File: config.mk
export PLATFORM = sky130hd
export DESIGN_NAME = hsc_halt_standby_control
export DESIGN_NICKNAME = d
export VERILOG_FILES = /design/src/common/hsc_pkg.sv /design/src/hw/hsc_halt_standby_control.sv
export SDC_FILE = /design/constraint.sdc
export NUM_CORES = 1
export LEC_CHECK = 0
export BUFFER_PORTS_ARGS = -buffer_cell sky130_fd_sc_hd__buf_2
export CAP_MARGIN = 20
export CORE_MARGIN = 2
export CORE_UTILIZATION = 49
export CTS_CLUSTER_SIZE = 25
export DETAILED_ROUTE_END_ITERATION = 10
export HOLD_SLACK_MARGIN = 0.06
export PLACE_DENSITY = 0.92
export SLEW_MARGIN = 20
export SYNTH_ARGS = -nofsm -noshare
export SYNTH_HDL_FRONTEND = slang
export SYNTH_SLANG_ARGS = --single-unit
File: constraint.sdc
create_clock -name clk_i -period 2.9 [get_ports clk_i]
set_input_delay 0.145 -clock clk_i [delete_from_list [all_inputs] [get_ports clk_i]]
set_output_delay 0.145 -clock clk_i [all_outputs]
set_load 0.05 [all_outputs]
File: src/common/hsc_pkg.sv
package hsc_pkg;

    // Program address used after any reset.
    localparam logic [11:0] RESET_ADDR = 12'h000;

    // Clock source selections of the oscillator option.
    typedef enum logic [1:0]
    {
        HSC_CLK_CERAMIC = 2'h0,
        HSC_CLK_RC      = 2'h1,
        HSC_CLK_EXT     = 2'h2
    } hsc_clk_mode_t;

    // Core run state, one-hot.
    typedef enum logic [1:0]
    {
        HSC_RUN  = 2'h1,
        HSC_HALT = 2'h2
    } hsc_state_t;

    // Requests from the processor core.
    typedef struct packed
    {
        logic        halt_exec;
        logic [11:0] next_pc;
    } hsc_core_req_t;

    // Directions to the processor core.
    typedef struct packed
    {
        logic        restart;
        logic        resume;
        logic [11:0] load_pc;
    } hsc_core_ctl_t;

endpackage

File: src/hw/hsc_halt_standby_control.sv
`timescale 1ns/1ps
module hsc_halt_standby_control
(
    input  wire logic                   clk_i,
    input  wire logic                   rst_i,
    input  wire logic                   external_reset_pin_n_i,
    input  wire logic [3:0]             port_a_i,
    input  wire logic                   wake_all_pins_i,
    input  wire hsc_pkg::hsc_clk_mode_t clk_mode_i,
    input  wire logic                   serial_done_i,
    input  wire hsc_pkg::hsc_core_req_t core_req_i,
    output logic                        halted_o,
    output logic                        core_clk_en_o,
    output hsc_pkg::hsc_core_ctl_t      core_ctl_o
);

    ////////////////////////////////////////////////////////////////////////////
    // Wake decode.

    hsc_pkg::hsc_state_t state_q;
    hsc_pkg::hsc_state_t state_d;
    logic                release_high;
    logic                release_low;
    logic                rc_mode;
    logic                pin_wake;
    logic                serial_wake;
    logic                reset_wake;
    logic                resume_hit;
    logic                restart_q;
    logic                resume_q;
    logic [11:0]         load_pc_q;

    // A few things the user of this block must keep in mind:
    // - The inputs are taken as synchronous; a bouncing release pin during the
    //   halt cycle can give a halt that is at once undone, or none at all.
    // - The external clock mode is handled like the ceramic mode, so only the
    //   reset pin can end a halt there.
    // - There is no wake mask for the serial completion; a transfer clocked in
    //   from outside ends the halt even during a backup phase.
    // - The core keeps its registers and RAM because only its clock enable is
    //   dropped; nothing here resets them on a pin or serial wake.

    // The release level is one pin, or all four pins when the option selects them.
    assign release_high = wake_all_pins_i ? (&port_a_i) : port_a_i[3];
    assign release_low  = wake_all_pins_i ? (~&port_a_i) : ~port_a_i[3];
    assign rc_mode      = (clk_mode_i == hsc_pkg::HSC_CLK_RC);
    // Pin and serial wakes need the RC oscillator; the ceramic and external paths have only the reset wake.
    assign pin_wake     = release_low & rc_mode;
    assign serial_wake  = serial_done_i & rc_mode;
    assign reset_wake   = ~external_reset_pin_n_i;
    // A wake that resumes at the next instruction is only meaningful while halted.
    assign resume_hit   = (state_q == hsc_pkg::HSC_HALT) & (pin_wake | serial_wake);

    ////////////////////////////////////////////////////////////////////////////
    // Run/halt sequencing.

    // Serial wakes are only looked at once halted; a low release level or reset
    // pin in the halt cycle itself refuses the halt.
    always_comb
    begin
        state_d = state_q;
        case (state_q)
            hsc_pkg::HSC_RUN:
            begin
                if (core_req_i.halt_exec && release_high && external_reset_pin_n_i)
                begin
                    state_d = hsc_pkg::HSC_HALT;
                end
            end
            hsc_pkg::HSC_HALT:
            begin
                if (reset_wake || pin_wake || serial_wake)
                begin
                    state_d = hsc_pkg::HSC_RUN;
                end
            end
            default:
            begin
                state_d = hsc_pkg::HSC_RUN;
            end
        endcase
    end

    // State register.
    always_ff @(posedge clk_i or posedge rst_i)
    begin
        if (rst_i)
        begin
            state_q <= hsc_pkg::HSC_RUN;
        end
        else
        begin
            state_q <= state_d;
        end
    end

    ////////////////////////////////////////////////////////////////////////////
    // Halt flag and core clock gate.

    // Halt flag. It follows the next state, so it changes at the very edge that
    // samples the halt instruction or the wake, with no extra cycle of delay.
    always_ff @(posedge clk_i or posedge rst_i)
    begin
        if (rst_i)
        begin
            halted_o <= 1'b0;
        end
        else
        begin
            halted_o <= (state_d == hsc_pkg::HSC_HALT);
        end
    end

    // Clock gate to the core. Registers and RAM keep their contents while it
    // is off, because only the enable drops and no reset reaches them.
    always_ff @(posedge clk_i or posedge rst_i)
    begin
        if (rst_i)
        begin
            core_clk_en_o <= 1'b1;
        end
        else
        begin
            core_clk_en_o <= (state_d != hsc_pkg::HSC_HALT);
        end
    end

    ////////////////////////////////////////////////////////////////////////////
    // Program counter direction.

    // Restart request. It stands for as long as the reset pin is low, also
    // while running, and is high during the block reset so the core starts
    // cleanly from address zero.
    always_ff @(posedge clk_i or posedge rst_i)
    begin
        if (rst_i)
        begin
            restart_q <= 1'b1;
        end
        else
        begin
            restart_q <= reset_wake;
        end
    end

    // Resume pulse. The reset pin wins over any other wake, so a serial
    // completion in the same cycle as a low reset pin still restarts.
    always_ff @(posedge clk_i or posedge rst_i)
    begin
        if (rst_i)
        begin
            resume_q <= 1'b0;
        end
        else
        begin
            resume_q <= resume_hit & ~reset_wake;
        end
    end

    // Address handed to the core. It holds between wakes so that the core may
    // take it at its leisure once its clock runs again.
    always_ff @(posedge clk_i or posedge rst_i)
    begin
        if (rst_i)
        begin
            load_pc_q <= hsc_pkg::RESET_ADDR;
        end
        else if (reset_wake)
        begin
            load_pc_q <= hsc_pkg::RESET_ADDR;
        end
        else if (resume_hit)
        begin
            load_pc_q <= core_req_i.next_pc;
        end
    end

    // The control bundle is made of flip-flop outputs only.
    assign core_ctl_o.restart = restart_q;
    assign core_ctl_o.resume  = resume_q;
    assign core_ctl_o.load_pc = load_pc_q;

endmodule

==> metrics <==
Worst-Margin Slew between 0.6 and 0.7 ns; final total power roughly 0.56 mW; Distinct cells, synth 25; insertion delay to the later sink of the worst-skew pair about 0.29 ns; core area 1760 µm²; DRT Pass-1 Iters 4; Slew Viols, Final 0; Syn Std Cell Area slightly above 900 µm²; Placer Congestion ~0.74; Seq pwr share around half; Clock power frac between 20 and 30%; FF-to-FF End core_clk_en_o$_DFF_PP1_; cell depth of the worst min-delay path 3; DRT Wirelength about 1800 µm; initial antenna violation count 0; Max-slew headroom 53.6%; commonest non-fill, non-tap cell in the layout buf_2; most frequent cells in the layout buf_2, nand2_1, dfrtp_1, mux2i_1, inv_1; CP endpoint kind flop; post-synthesis sequential area ratio between 40% and 50%; clk slew on worst S/H paths ~0.10 ns; Detailed Route Iter0 Violations 8; Fmax achieved about 560 MHz; largest net degree at the start of global routing 30; Pwr Density 485 nW/µm²; fin crit share 61.1%; Hold Slack ~0.087 ns; Sink Count 18; worst reg2reg startpoint state_q[0]$_DFF_PP1_; CTS root buffer clkbuf_4; die area about 2300 µm²; Combinational Power Share between 20% and 30%; Yosys Warn Count 0; sw power ~0.16 mW; Cells after DPL 149; Hold Vio Cnt, Final 0; final setup TNS 0 ns; Sw Ratio 29.1%; CP Launch Point state_q[0]$_DFF_PP1_; number of I/O port buffers 39; Tightest Hold Check Type in2reg; Post-layout nets roughly 160; vias in the first global route between 700 and 800; P_leak 0.586 nW; Yosys top cell area share 40.1%; clock skew just under 0.008 ns; GRT Total Usage between 15 and 20%; H-tree Lvls 1; RSZ-0062 raised after global routing false; Ports 40; Max clock buf depth 2; Final setup viols 0; syn nets between 100 and 150; WL per Instance 12.0 µm; final core utilization between 60% and 70%; vias per cell 4.86; Seq cells post-synth 18; vias around 750; die width ~48 µm; Hold Path End load_pc_q[10]$_DFFE_PP0P_; # rows 15; minimum clock period about 1.8 ns; synth-to-layout area growth 22.6%; CTS Buf Count 3; dpl hpwl about 1500 µm; first-pass GRT wire length 2760 µm; post-CTS setup buffers 0; syn avg cell area between 10 and 15 µm²; Pint 0.395 mW; fraction of layout cells with a size suffix above 1 around 37%; critical path peak fanout 4; Synth Instances 92; CP Data Required Time 3.13 ns; post-route antenna net violation count 0; flop2flop setup slack ~1.1 ns; Die Y roughly 48 µm; hold wc startpoint core_req_i[10]; Worst Path Arrival roughly 2 ns; top cells by area, synth dfrtp_1, mux2i_1, nand2_1; Initial Utilization 53.0%; Max Cap Violations 0; CTS tree yes; Max rail drop VDD ~480 µV; post-route DRC violation count 0; Worst Setup Start Kind flop; WS Path Type reg2reg; Synth area leader dfrtp_1; outcome completed; ANT cells 0; worst reg2reg path depth 5; total gr overflow 0; final cell count without fillers ~150
## per-layer routing
metal | global-route usage [%] | share of wire, %
met5 | 0 | 0
met1 | 17.3 | 39
met3 | 7.17 | 3.8
met4 | 3.24 | 1.4
met2 | 33.6 | 56
## Yosys cell counts, drive strengths merged
master,count
nor2,2
and3b,3
ha,2
nor2b,1
o21ai,1
inv,5
mux2i,12
or2,1
nor3b,2
o22ai,1
buf,5
clkbuf,2
a21oi,1
a211oi,3
dfstp,3
dfrtp,15
nand2b,1
and2,1
a2111oi,3
nand2,26
nand3,2
## state kept, by name, summed over array words and instances (netlist names)
register / flops
load_pc_q: 12
core_clk_en_o: 1
resume_q: 1
state_q: 2
restart_q: 1
halted_o: 1
## final cells by class
| type | count | area, µm² |
|---|---|---|
| clock buffer | 4 | 36.3 |
| fill | 157 | 617 |
| sequential | 18 | 454 |
| timing repair buffer | 40 | 205 |
| multi-input combinational | 62 | 402 |
| tap | 25 | 31.3 |
| inverter | 5 | 18.8 |
## metrics by stage
| step | instance area [µm²] | setup slack, ns |
|---|---|---|
| final | 1150 | 1.13 |
| after detailed placement | 1100 | 1.12 |
| after global placement | 1100 | 1.23 |
| after CTS | 1150 | 1.11 |
| after floorplan | 936 | 1.27 |
| after global routing | 1150 | 1.05 |
## what timing repair did
item                                    in CTS  in global routing
endpoints found under the setup margin       0                  0
hold buffers                                 1                  0
resized for setup                            0                  0
hold endpoints to repair                    15                  0
## critical path: stages (launching register included)
cell       delay (ns)
dfstp_2          0.57
inv_1            0.06
ha_1             0.32
a2111oi_0        0.36
o22ai_1          0.17
or2_1            0.23
## how the worst max path moves through the flow
stage	to	slack [ns]
detailed placement	core_clk_en_o$_DFF_PP1_	1.12
global placement	core_clk_en_o$_DFF_PP1_	1.23
floorplan	core_clk_en_o$_DFF_PP1_	1.27
finish	core_clk_en_o$_DFF_PP1_	1.13
CTS	core_clk_en_o$_DFF_PP1_	1.11
global route	core_clk_en_o$_DFF_PP1_	1.05
## logic make-up (layout without fill, tap and decap cells)
group,Yosys count,in the layout,share of synthesized area [%]
AND/OR/NAND/NOR,39,39,19.9
multiplexers,12,12,12.8
adder cells (fa/ha/maj),2,2,2.67
buffers and inverters,12,49,8.56
flip-flops,18,18,48.5
AO/OA/AOI/OAI,9,9,7.49
## power groups by stage
stage	Sequential [mW]	Combinational (mW)	Clock, mW
after global placement	0.285	0.115	0
after global routing	0.284	0.134	0.166
after CTS	0.282	0.123	0.153
after detailed placement	0.287	0.122	0
after floorplan	0.299	0.0724	0
final	0.282	0.123	0.151
Power figures use the tool's default switching activity.
